$ cat config.mk
export PLATFORM = sky130hd
export DESIGN_NAME = peak_monitor
export DESIGN_NICKNAME = d
export VERILOG_FILES = /design/src/hdl/peak_mon_pkg.sv /design/src/hdl/peak_monitor.sv /design/src/hdl/peak_event_counter.sv
export SDC_FILE = /design/constraint.sdc
export NUM_CORES = 1
export LEC_CHECK = 0
export ABC_AREA = 1
export ABC_CLOCK_PERIOD_IN_PS = 8430
export BUFFER_PORTS_ARGS = -buffer_cell sky130_fd_sc_hd__buf_2
export CORE_UTILIZATION = 35
export DETAILED_ROUTE_END_ITERATION = 8
export HOLD_SLACK_MARGIN = 0.15
export PLACE_DENSITY = 0.61
export SLEW_MARGIN = 20
export SYNTH_ARGS = -nofsm -noshare
export SYNTH_HDL_FRONTEND = slang
export SYNTH_SLANG_ARGS = --single-unit
$ cat constraint.sdc
create_clock -name mclk_in -period 8.43 [get_ports mclk_in]
set_input_delay 0.843 -clock mclk_in [delete_from_list [all_inputs] [get_ports mclk_in]]
set_output_delay 0.843 -clock mclk_in [all_outputs]
set_load 0.03 [all_outputs]
$ cat src/hdl/peak_mon_pkg.sv
`default_nettype none
package peak_mon_pkg;
  // control port addresses
  localparam logic [4:0] ADDR_STATUS = 5'h01;
  localparam logic [4:0] ADDR_OVF_SEL = 5'h1A;
  localparam logic [4:0] ADDR_MON_CTRL = 5'h1C;
  localparam logic [4:0] ADDR_COUNT = 5'h1D;
  // field positions
  localparam int STAT_RES_OVF_BIT = 0;
  localparam int MODE_BIT = 0;
  localparam int THRESH_LSB = 1;
  localparam int SYNC_SEL_LSB = 3;
  localparam int OVF_SEL_LSB = 0;
  // reset values and counter maximum
  localparam logic [7:0] CTRL_RESET = 8'h00;
  localparam logic [7:0] COUNT_RESET = 8'h00;
  localparam logic [7:0] COUNT_MAX = 8'hFF;
  // data widths
  localparam int SAMPLE_W = 16;
  localparam int STAGE_W = 20;
  localparam int RES_W = 24;
  // magnitude thresholds, 17-bit magnitude of a 16-bit sample
  localparam logic [16:0] TH_QUARTER = 17'h02000;
  localparam logic [16:0] TH_HALF = 17'h04000;
  localparam logic [16:0] TH_3QUARTER = 17'h06000;
  localparam logic [16:0] TH_FULL = 17'h07FFF;
  // saturation limits
  localparam logic [15:0] POS_FULL = 16'h7FFF;
  localparam logic [15:0] NEG_FULL = 16'h8000;
  localparam logic [23:0] RES_POS_FULL = 24'h7FFFFF;
  localparam logic [23:0] RES_NEG_FULL = 24'h800000;
  // monitor mode, overflow point and sync source encodings
  localparam logic MODE_INPUT = 1'b0;
  localparam logic MODE_OVERFLOW = 1'b1;
  localparam logic [1:0] PT_COARSE = 2'h0;
  localparam logic [1:0] PT_COMP = 2'h1;
  localparam logic [1:0] PT_PROG = 2'h2;
  localparam logic [1:0] SYNC_PIN_A = 2'h0;
  localparam logic [1:0] SYNC_PIN_B = 2'h1;
  localparam logic [1:0] SYNC_ONE_SHOT = 2'h2;
  localparam logic [1:0] SYNC_TERMINAL = 2'h3;

  typedef struct packed {
    logic [4:0] addr;
    logic [7:0] wdata;
    logic wr;
    logic rd;
  } ctrl_req_t;

  typedef struct packed {
    logic valid;
    logic [STAGE_W-1:0] data;
  } stage_in_t;

  typedef struct packed {
    logic valid;
    logic [SAMPLE_W-1:0] data;
  } stage_out_t;
endpackage
`default_nettype wire

$ cat src/hdl/peak_monitor.sv
// How it works
// - one independent counter per channel, input strength or overflows.
// - mode field zero in monitor control watches input magnitude.
// - threshold selects quarter, half, three quarters or full scale.
// - input mode counts each sample whose magnitude reaches the threshold.
// - mode one counts overflows at the point chosen in overflow select.
// - each overflow at the selected point counts; any stage overflow saturates its data to signed full scale.
// - counter stops at 255 and holds until cleared.
// - selected sync copies count to holding register and restarts counter, counting an event in the sync cycle as its first.
// - sync source is an input sync, one-shot pulse or terminal count.
// - captured count is readable at the count register address.
// - holding value moves to readable register one cycle after its read.
// - resampler input sum overflow saturates and sets sticky status flag.
// - writing zero clears the flag; it stays low until a new overflow.
`timescale 1ns/10ps
`default_nettype none
module peak_monitor
  import peak_mon_pkg::*;
(
  // clock and reset
  input wire logic mclk_in,
  input wire logic rst_in,
  // control port
  input wire ctrl_req_t req_in,
  output logic [7:0] rdata_out,
  // channel input sample
  input wire logic sample_valid_in,
  input wire logic [SAMPLE_W-1:0] sample_in,
  // gain and filter stage values, inputs before saturation and outputs after
  input wire stage_in_t coarse_in,
  input wire stage_in_t comp_in,
  input wire stage_in_t prog_in,
  output stage_out_t coarse_out,
  output stage_out_t comp_out,
  output stage_out_t prog_out,
  // resampler input adder
  input wire logic res_valid_in,
  input wire logic [RES_W-1:0] res_a_in,
  input wire logic [RES_W-1:0] res_b_in,
  output logic res_valid_out,
  output logic [RES_W-1:0] res_sum_out,
  // sync sources
  input wire logic sync_pin_a_in,
  input wire logic sync_pin_b_in,
  input wire logic one_shot_in,
  input wire logic terminal_count_in
);
  //////////////////////////////////////////////////////////////////////
  function automatic logic stage_ovf(input logic [STAGE_W-1:0] x);
    stage_ovf = !((&x[STAGE_W-1:SAMPLE_W-1]) || !(|x[STAGE_W-1:SAMPLE_W-1]));
  endfunction

  function automatic stage_out_t stage_sat(input stage_in_t x);
    stage_sat.valid = x.valid;
    if (stage_ovf(x.data)) begin
      stage_sat.data = x.data[STAGE_W-1] ? NEG_FULL : POS_FULL;
    end else begin
      stage_sat.data = x.data[SAMPLE_W-1:0];
    end
  endfunction

  //////////////////////////////////////////////////////////////////////
  // registers
  logic [7:0] ovf_sel_q, ovf_sel_d, mon_ctrl_q, mon_ctrl_d;
  logic [7:0] readable_q, readable_d, rdata_q, rdata_d;
  logic xfer_q, xfer_d, flag_q, flag_d;
  logic [7:0] hold;
  logic rd_count, res_ovf;
  logic [RES_W:0] res_sum;

  assign rd_count = req_in.rd && req_in.addr == ADDR_COUNT;

  always_comb begin
    ovf_sel_d = ovf_sel_q;
    mon_ctrl_d = mon_ctrl_q;
    rdata_d = rdata_q;
    flag_d = flag_q;
    xfer_d = rd_count;
    // late transfer so a read never meets an update
    readable_d = xfer_q ? hold : readable_q;
    if (req_in.wr) begin
      case (req_in.addr)
        ADDR_OVF_SEL: ovf_sel_d = req_in.wdata;
        ADDR_MON_CTRL: mon_ctrl_d = req_in.wdata;
        ADDR_STATUS: begin
          if (!req_in.wdata[STAT_RES_OVF_BIT]) begin
            flag_d = 1'b0;
          end
        end
        default: ;
      endcase
    end
    // new overflow wins over a clear in the same cycle
    if (res_ovf) begin
      flag_d = 1'b1;
    end
    if (req_in.rd) begin
      case (req_in.addr)
        ADDR_STATUS: rdata_d = {7'h00, flag_q};
        ADDR_OVF_SEL: rdata_d = ovf_sel_q;
        ADDR_MON_CTRL: rdata_d = mon_ctrl_q;
        ADDR_COUNT: rdata_d = readable_q;
        default: rdata_d = 8'h00;
      endcase
    end
  end

  always_ff @(posedge mclk_in or posedge rst_in) begin
    if (rst_in) begin
      ovf_sel_q <= CTRL_RESET;
      mon_ctrl_q <= CTRL_RESET;
      readable_q <= COUNT_RESET;
      rdata_q <= 8'h00;
      xfer_q <= 1'b0;
      flag_q <= 1'b0;
    end else begin
      ovf_sel_q <= ovf_sel_d;
      mon_ctrl_q <= mon_ctrl_d;
      readable_q <= readable_d;
      rdata_q <= rdata_d;
      xfer_q <= xfer_d;
      flag_q <= flag_d;
    end
  end

  assign rdata_out = rdata_q;

  //////////////////////////////////////////////////////////////////////
  // saturation stages
  stage_out_t coarse_q, comp_q, prog_q;
  logic res_valid_q;
  logic [RES_W-1:0] res_sum_q, res_sat;

  assign res_sum = {res_a_in[RES_W-1], res_a_in} +
    {res_b_in[RES_W-1], res_b_in};
  assign res_ovf = res_valid_in && (res_sum[RES_W] != res_sum[RES_W-1]);
  assign res_sat = (res_sum[RES_W] != res_sum[RES_W-1]) ?
    (res_sum[RES_W] ? RES_NEG_FULL : RES_POS_FULL) :
    res_sum[RES_W-1:0];

  always_ff @(posedge mclk_in or posedge rst_in) begin
    if (rst_in) begin
      coarse_q <= '0;
      comp_q <= '0;
      prog_q <= '0;
      res_valid_q <= 1'b0;
      res_sum_q <= '0;
    end else begin
      coarse_q <= stage_sat(coarse_in);
      comp_q <= stage_sat(comp_in);
      prog_q <= stage_sat(prog_in);
      res_valid_q <= res_valid_in;
      res_sum_q <= res_sat;
    end
  end

  assign coarse_out = coarse_q;
  assign comp_out = comp_q;
  assign prog_out = prog_q;
  assign res_valid_out = res_valid_q;
  assign res_sum_out = res_sum_q;

  //////////////////////////////////////////////////////////////////////
  // event selection
  logic [SAMPLE_W:0] mag;
  logic [16:0] thresh;
  logic in_event, ovf_event, inc;

  assign mag = sample_in[SAMPLE_W-1] ?
    (17'h00000 - {sample_in[SAMPLE_W-1], sample_in}) : {1'b0, sample_in};

  always_comb begin
    case (mon_ctrl_q[THRESH_LSB +: 2])
      2'h0: thresh = TH_QUARTER;
      2'h1: thresh = TH_HALF;
      2'h2: thresh = TH_3QUARTER;
      default: thresh = TH_FULL;
    endcase
  end

  assign in_event = sample_valid_in && mag >= thresh;

  always_comb begin
    case (ovf_sel_q[OVF_SEL_LSB +: 2])
      PT_COARSE: ovf_event = coarse_in.valid && stage_ovf(coarse_in.data);
      PT_COMP: ovf_event = comp_in.valid && stage_ovf(comp_in.data);
      PT_PROG: ovf_event = prog_in.valid && stage_ovf(prog_in.data);
      default: ovf_event = 1'b0;
    endcase
  end

  assign inc = (mon_ctrl_q[MODE_BIT] == MODE_INPUT) ?
    in_event : ovf_event;

  //////////////////////////////////////////////////////////////////////
  // sync pins: two flops, then an edge stage
  logic [2:0] pa_q, pa_d, pb_q, pb_d;
  logic sync_sel;

  always_comb begin
    pa_d = {pa_q[1:0], sync_pin_a_in};
    pb_d = {pb_q[1:0], sync_pin_b_in};
  end

  always_ff @(posedge mclk_in or posedge rst_in) begin
    if (rst_in) begin
      pa_q <= 3'h0;
      pb_q <= 3'h0;
    end else begin
      pa_q <= pa_d;
      pb_q <= pb_d;
    end
  end

  always_comb begin
    case (mon_ctrl_q[SYNC_SEL_LSB +: 2])
      SYNC_PIN_A: sync_sel = pa_q[1] && !pa_q[2];
      SYNC_PIN_B: sync_sel = pb_q[1] && !pb_q[2];
      SYNC_ONE_SHOT: sync_sel = one_shot_in;
      default: sync_sel = terminal_count_in;
    endcase
  end

  // one counter per channel instance
  peak_event_counter u_cnt (
    .mclk_in(mclk_in),
    .rst_in(rst_in),
    .inc_in(inc),
    .sync_in(sync_sel),
    .hold_out(hold)
  );
endmodule // peak_monitor
`default_nettype wire

$ cat src/hdl/peak_event_counter.sv
`timescale 1ns/10ps
`default_nettype none
module peak_event_counter
  import peak_mon_pkg::*;
(
  // clock and reset
  input wire logic mclk_in,
  input wire logic rst_in,
  // events
  input wire logic inc_in,
  input wire logic sync_in,
  // captured value
  output logic [7:0] hold_out
);
  logic [7:0] cnt_q, cnt_d, hold_q, hold_d;

  always_comb begin
    cnt_d = cnt_q;
    hold_d = hold_q;
    if (sync_in) begin
      hold_d = cnt_q;
      // an event in the sync cycle opens the new period
      cnt_d = inc_in ? 8'h01 : COUNT_RESET;
    end else if (inc_in && cnt_q != COUNT_MAX) begin
      cnt_d = cnt_q + 8'h01;
    end
  end

  always_ff @(posedge mclk_in or posedge rst_in) begin
    if (rst_in) begin
      cnt_q <= COUNT_RESET;
      hold_q <= COUNT_RESET;
    end else begin
      cnt_q <= cnt_d;
      hold_q <= hold_d;
    end
  end

  assign hold_out = hold_q;
endmodule // peak_event_counter
`default_nettype wire

# Word-level counts from Yosys, hierarchy flattened
# Index checks and enable logic that the tools add are counted.
# op_classes
n_addsub,3
n_mul,0
n_div,0
n_lt_le_gt_ge,1
n_eq_ne,13
shifts,0
muxes,21
n_bitwise,0
reduce_logical,35
# ops
operator,n
16-bit 2-to-1 mux,6
24-bit 2-to-1 mux,2
15-bit one-hot mux with 3 select lines,1
8-bit one-hot mux with 4 select lines,1
24-bit by 24-bit adder with 25-bit output,1
17-bit >= comparator,1
17-bit 2-to-1 mux,1
1-bit by 16-bit subtractor with 17-bit output (first input constant),1
8-bit 2-to-1 mux,2
5-bit == test (second input constant),3
5-bit AND reduction,3
5-bit OR reduction,3
1-bit logical AND,9
8-bit by 1-bit adder with 8-bit output (second input constant),1
1-bit zero test,8
8-bit != test (second input constant),1
2-bit by 1-bit == test with 1-bit output (second input constant),3
2-bit == test (second input constant),3
2-bit zero test,3
1-bit 2-to-1 mux,6
1-bit one-hot mux with 3 select lines,2
2-bit nonzero test,3
5-bit by 1-bit == test with 1-bit output (second input constant),1
2-bit AND reduction,2
4 further kinds,6
# word_totals
reg_bits,132
latchBits,0
ram_bits,0
romBits,0
inputBits,150
out_inout_bits,84
n_memories,0

# Longest topological paths before layout
# depth
word_depth,10
mapped_depth,22

# Hierarchy
# Synthesis repeated with hierarchy kept, for this count alone.
# hier_totals
hier_cells,945
area_unflattened_um2,7420.9
# by_module_without_submodules
module,n_inst,cells_per_inst,area_each_um2,seq_area_each_um2
peak_monitor,1,842,6626.4,2902.8
peak_event_counter,1,103,794.5,400.4

# Worst setup path before layout
# Ideal clock, no wire load.
# synth_timing
path_type,input-to-reg
from,input sample_in[0]
to,register u_cnt.cnt_q[6]
setup_ns,0.118
t_arrival_ns,3.129
path_slack_ns,5.184
cell_stages,22
path_cell_list,inv_1 -> ha_1 -> inv_1 -> nor4_1 -> nand2_1 -> nor3_1 -> nand3_1 -> nand2_1 -> xor2_1 -> ha_1 -> nand2_1 -> inv_1 -> a21oi_1 -> o211ai_1 -> nor2_1 -> nand3_1 -> nand2_1 -> nand2_2 -> nand2_4 -> nand2_4 -> nand2_1 -> nand2_1
# synth_via
elab_chain_len,7
# synth_lines
item,line_no,source
from (decl),peak_monitor.sv:28,"input wire logic [SAMPLE_W-1:0] sample_in,"
1-bit by 16-bit subtractor with 17-bit output,peak_monitor.sv:170,"(17'h00000 - {sample_in[SAMPLE_W-1], sample_in}) : {1'b0, sample_in};"
17-bit 2-to-1 mux *,peak_monitor.sv:169,assign mag = sample_in[SAMPLE_W-1] ?
17-bit >= comparator *,peak_monitor.sv:181,assign in_event = sample_valid_in && mag >= thresh;
1-bit logical AND *,peak_monitor.sv:181,
1-bit 2-to-1 mux *,peak_monitor.sv:192,assign inc = (mon_ctrl_q[MODE_BIT] == MODE_INPUT) ?
1-bit logical AND *,peak_event_counter.sv:24,end else if (inc_in && cnt_q != COUNT_MAX) begin
2-bit nonzero test (no source line) *,--,
to (signal assigned),peak_event_counter.sv:34,cnt_q <= cnt_d;
to (decl),peak_event_counter.sv:15,"logic [7:0] cnt_q, cnt_d, hold_q, hold_d;"
# Mark *: on every way between the ends. The rest lies on a longest branch, timed or not.
# A chain may end at the register's enable or synchronous reset.

# Final worst setup path
# layout_timing
from,input sample_in[0]
to,register u_cnt.cnt_q[0]
# layout_via
elab_chain_len,7
elab_cells_between_ends,9
# layout_lines
item,line_no
1-bit by 16-bit subtractor with 17-bit output,peak_monitor.sv:170
17-bit 2-to-1 mux *,peak_monitor.sv:169
17-bit >= comparator *,peak_monitor.sv:181
1-bit logical AND *,peak_monitor.sv:181
1-bit 2-to-1 mux *,peak_monitor.sv:192
1-bit 2-to-1 mux / 1-bit logical AND (equally long branches),"peak_event_counter.sv:23, peak_event_counter.sv:24"
8-bit 2-to-1 mux / 2-bit nonzero test (equally long branches),--
# Marks and branches as above.

==> metrics.txt <==
status finished, final reports clean; Post-synth ARST share 1.000; WS Path Type in -> reg; R2R setup slack between 5 and 6 ns; Critical Path Source Type primary input; Chip Height 145.6 um; synthesized area per cell between 7 and 8 um2; Worst-Skew Late Latency about 0.4 ns; RePlAce Congestion 0.8366; number of synthesized flops with an enable pin 0; area delta synth->final 29.34%; Mapped Nets around 1,100; grt ovf 0; Worst Setup SP sample_in[0]; number of global-route vias before repair 6,426; Pre-antenna DRT Iters 5; Worst Path Arrival between 3 and 4 ns; Clock Skews about 0.0071 ns; clk slew on worst S/H paths 0.05 ns; CP max-delay cell nor4_1; Final nets 1,331; CP top delay family simple AND/OR/NAND/NOR gates; vias per std cell 4.598; full die area 21,210 um2; commonest cells after routing, fill and taps aside nand2_1 (299), buf_2 (233), dfrtp_1 (132); P_leak a little under 0.005 uW; Fillers ~2,000; Die Wd 145.6 um; core area 20,230 um2; most common cell after layout, fill and taps aside nand2_1; IO buf count between 200 and 250; routed len/inst roughly 14 um; Layout Utilization 0.4615; hold buffers post-CTS 0; largest net degree at the start of global routing 80; max_cap viols 0; register area share after synthesis 0.4575; # H-tree levels 4; # resized after CTS 0; synth warn 0; FF-to-FF Start mon_ctrl_q[2]; Worst Path Required 8.72 ns; vias around 6,500; FF-to-FF End u_cnt.cnt_q[0]; GRT Resource Usage Total 0.1900; relative slew slack 0.5139; Power Total around 2100 uW; first-pass GRT wire length 32.02 mm; Final setup viols 0; Max FO, Critical Path 9; total wire length just under 20 mm; DRC violations left 0; Yosys reg bits between 100 and 150; Post-Syn Instances around 900; CP bufs+invs 4; CTS tree built; # IOs about 230; Final HPWL DP between 10 and 15 mm; Hold Crit Start pb_q[0]; worst setup path endpoint u_cnt.cnt_q[0]; ratio of final minimum period to clock period 0.3982; Synth Cell Area just over 7000 um2; Slew @ Worst Pin just over 0.7 ns; post-synth cell types between 40 and 50; clock sink total around 130; worst stage delay on the critical path around 0.34 ns; CP Capture Type flip-flop; CTS Root Cell clkbuf_16; Clock Tree Buf Depth 2; diode count 0; reg2reg path depth 14; Min Clock Period, post-route between 3 and 4 ns; worst hold path class reg -> reg; Max Fclk about 0.3 GHz; CP cell instances buf_2 -> inv_1 -> ha_1 -> inv_1 -> nor4_1 -> nand2_1 -> nor3_1 -> nand3_1 -> nand2_1 -> xor2_1 -> ha_1 -> nand2_1 -> inv_1 -> a21oi_1 -> o211ai_1 -> nor2_1 -> nand3_1 -> nand2_1 -> nand2_2 -> nand2_4 -> nand2_4 -> nand2_1 -> nand2_1; unrepaired setup endpoints after global routing false; instance count on the critical path 23; 1st-iter DRT viols roughly 210; initial antenna violation count 0; final hold violation count 0; crit-path most repeated cell nand2_1; TritonCTS buffer count 17; PD cells 224.4 nW/um2; Setup TNS Final 0 ns; share of cells above drive strength 1 0.2604; Top FF cell, synth dfrtp_1; Setup Fix Bufs, Post-CTS 0; Max VDD drop between 0.1 and 0.15 mV; Post-DRT Antenna Nets 0; initial core utilization 0.3569; number of core rows 52; max-slew violations 0
synth_stat cells, types with 4 or more instances:
cell type  number  area, um2
nand3_2         4      40.04
nand2_2         5      31.28
a221oi_1        4      35.03
xor2_1         24      210.2
xnor2_1        12      105.1
nand4_1        11      68.82
a21o_1          4      30.03
nor2_1         66      247.7
a21oi_1        36      180.2
inv_2           6      22.52
clkbuf_1       15      56.30
nor3_1         10      50.05
dfrtp_1       132       3303
nand2_1       299       1122
o21ai_1         9      45.04
ha_1           41      513.0
o21bai_1        5      37.54
o21ai_0        57      285.3
nand3_1        42      210.2
inv_1          89      334.1
power by group:
group | switching (uW) | leakage [uW] | internal (uW)
registers | 38.5 | 0.00162 | 715
logic | 348 | 0.00299 | 166
clock network | 289 | 0.000324 | 539
registers in the layout (all words and copies together) (netlist names):
register,flops
prog_out,17
coarse_out,17
res_valid_out,1
mon_ctrl_q,8
pa_q,3
xfer_q,1
ovf_sel_q,8
u_cnt.hold_out,8
readable_q,8
u_cnt.cnt_q,8
comp_out,17
flag_q,1
rdata_out,8
pb_q,3
res_sum_out,24
routing by layer:
metal	GRT usage	up-vias	routed length, um
li1	-	3375	-
met1	0.2437	2986	8447
met2	0.3168	151	9698
met3	0.03386	26	663
met4	0.07737	0	453
met5	0	-	0
cell families (layout without fill, tap and decap cells):
family	after synthesis	in the layout	share of synthesized area
AO/OA/AOI/OAI	125	125	0.09600
XOR/XNOR	36	36	0.04367
adder cells (fa/ha/maj)	42	42	0.07382
buffers and inverters	116	365	0.06359
flip-flops	132	132	0.4575
multiplexers	1	1	0.001559
AND/OR/NAND/NOR	451	451	0.2639
per-stage QoR:
stage	hold slack [ns]	instances	setup WS [ns]	area, um2
floorplan	0.3312	903	4.061	7221
global placement	0.3390	1389	4.706	8653
detailed placement	0.3450	1389	4.651	8653
CTS	0.3582	1421	5.094	9319
global route	0.3625	1422	4.637	9339
finish	0.3573	1422	5.073	9339
cell type report:
type,instances,area (um2),area share
inverters,96,365.4,0.03912
multi-input cells,655,3458,0.3703
flip-flops and latches,132,3303,0.3537
repair buffers,237,1209,0.1294
clock inverters,13,222.7,0.02385
well taps,270,337.8,0.03617
clock buffers,19,442.9,0.04743
worst min-delay path by stage:
stage / to / slack [ns] / cells past startpoint
6_report: pb_q[1] / 0.36 / 0
5_1_grt: pb_q[1] / 0.36 / 0
4_1_cts: pb_q[1] / 0.36 / 0
3_5_place_dp: pb_q[1] / 0.35 / 0
3_3_place_gp: pa_q[1] / 0.34 / 0
2_1_floorplan: pa_q[1] / 0.33 / 0
No activity file was read; power rests on OpenSTA's default activity.
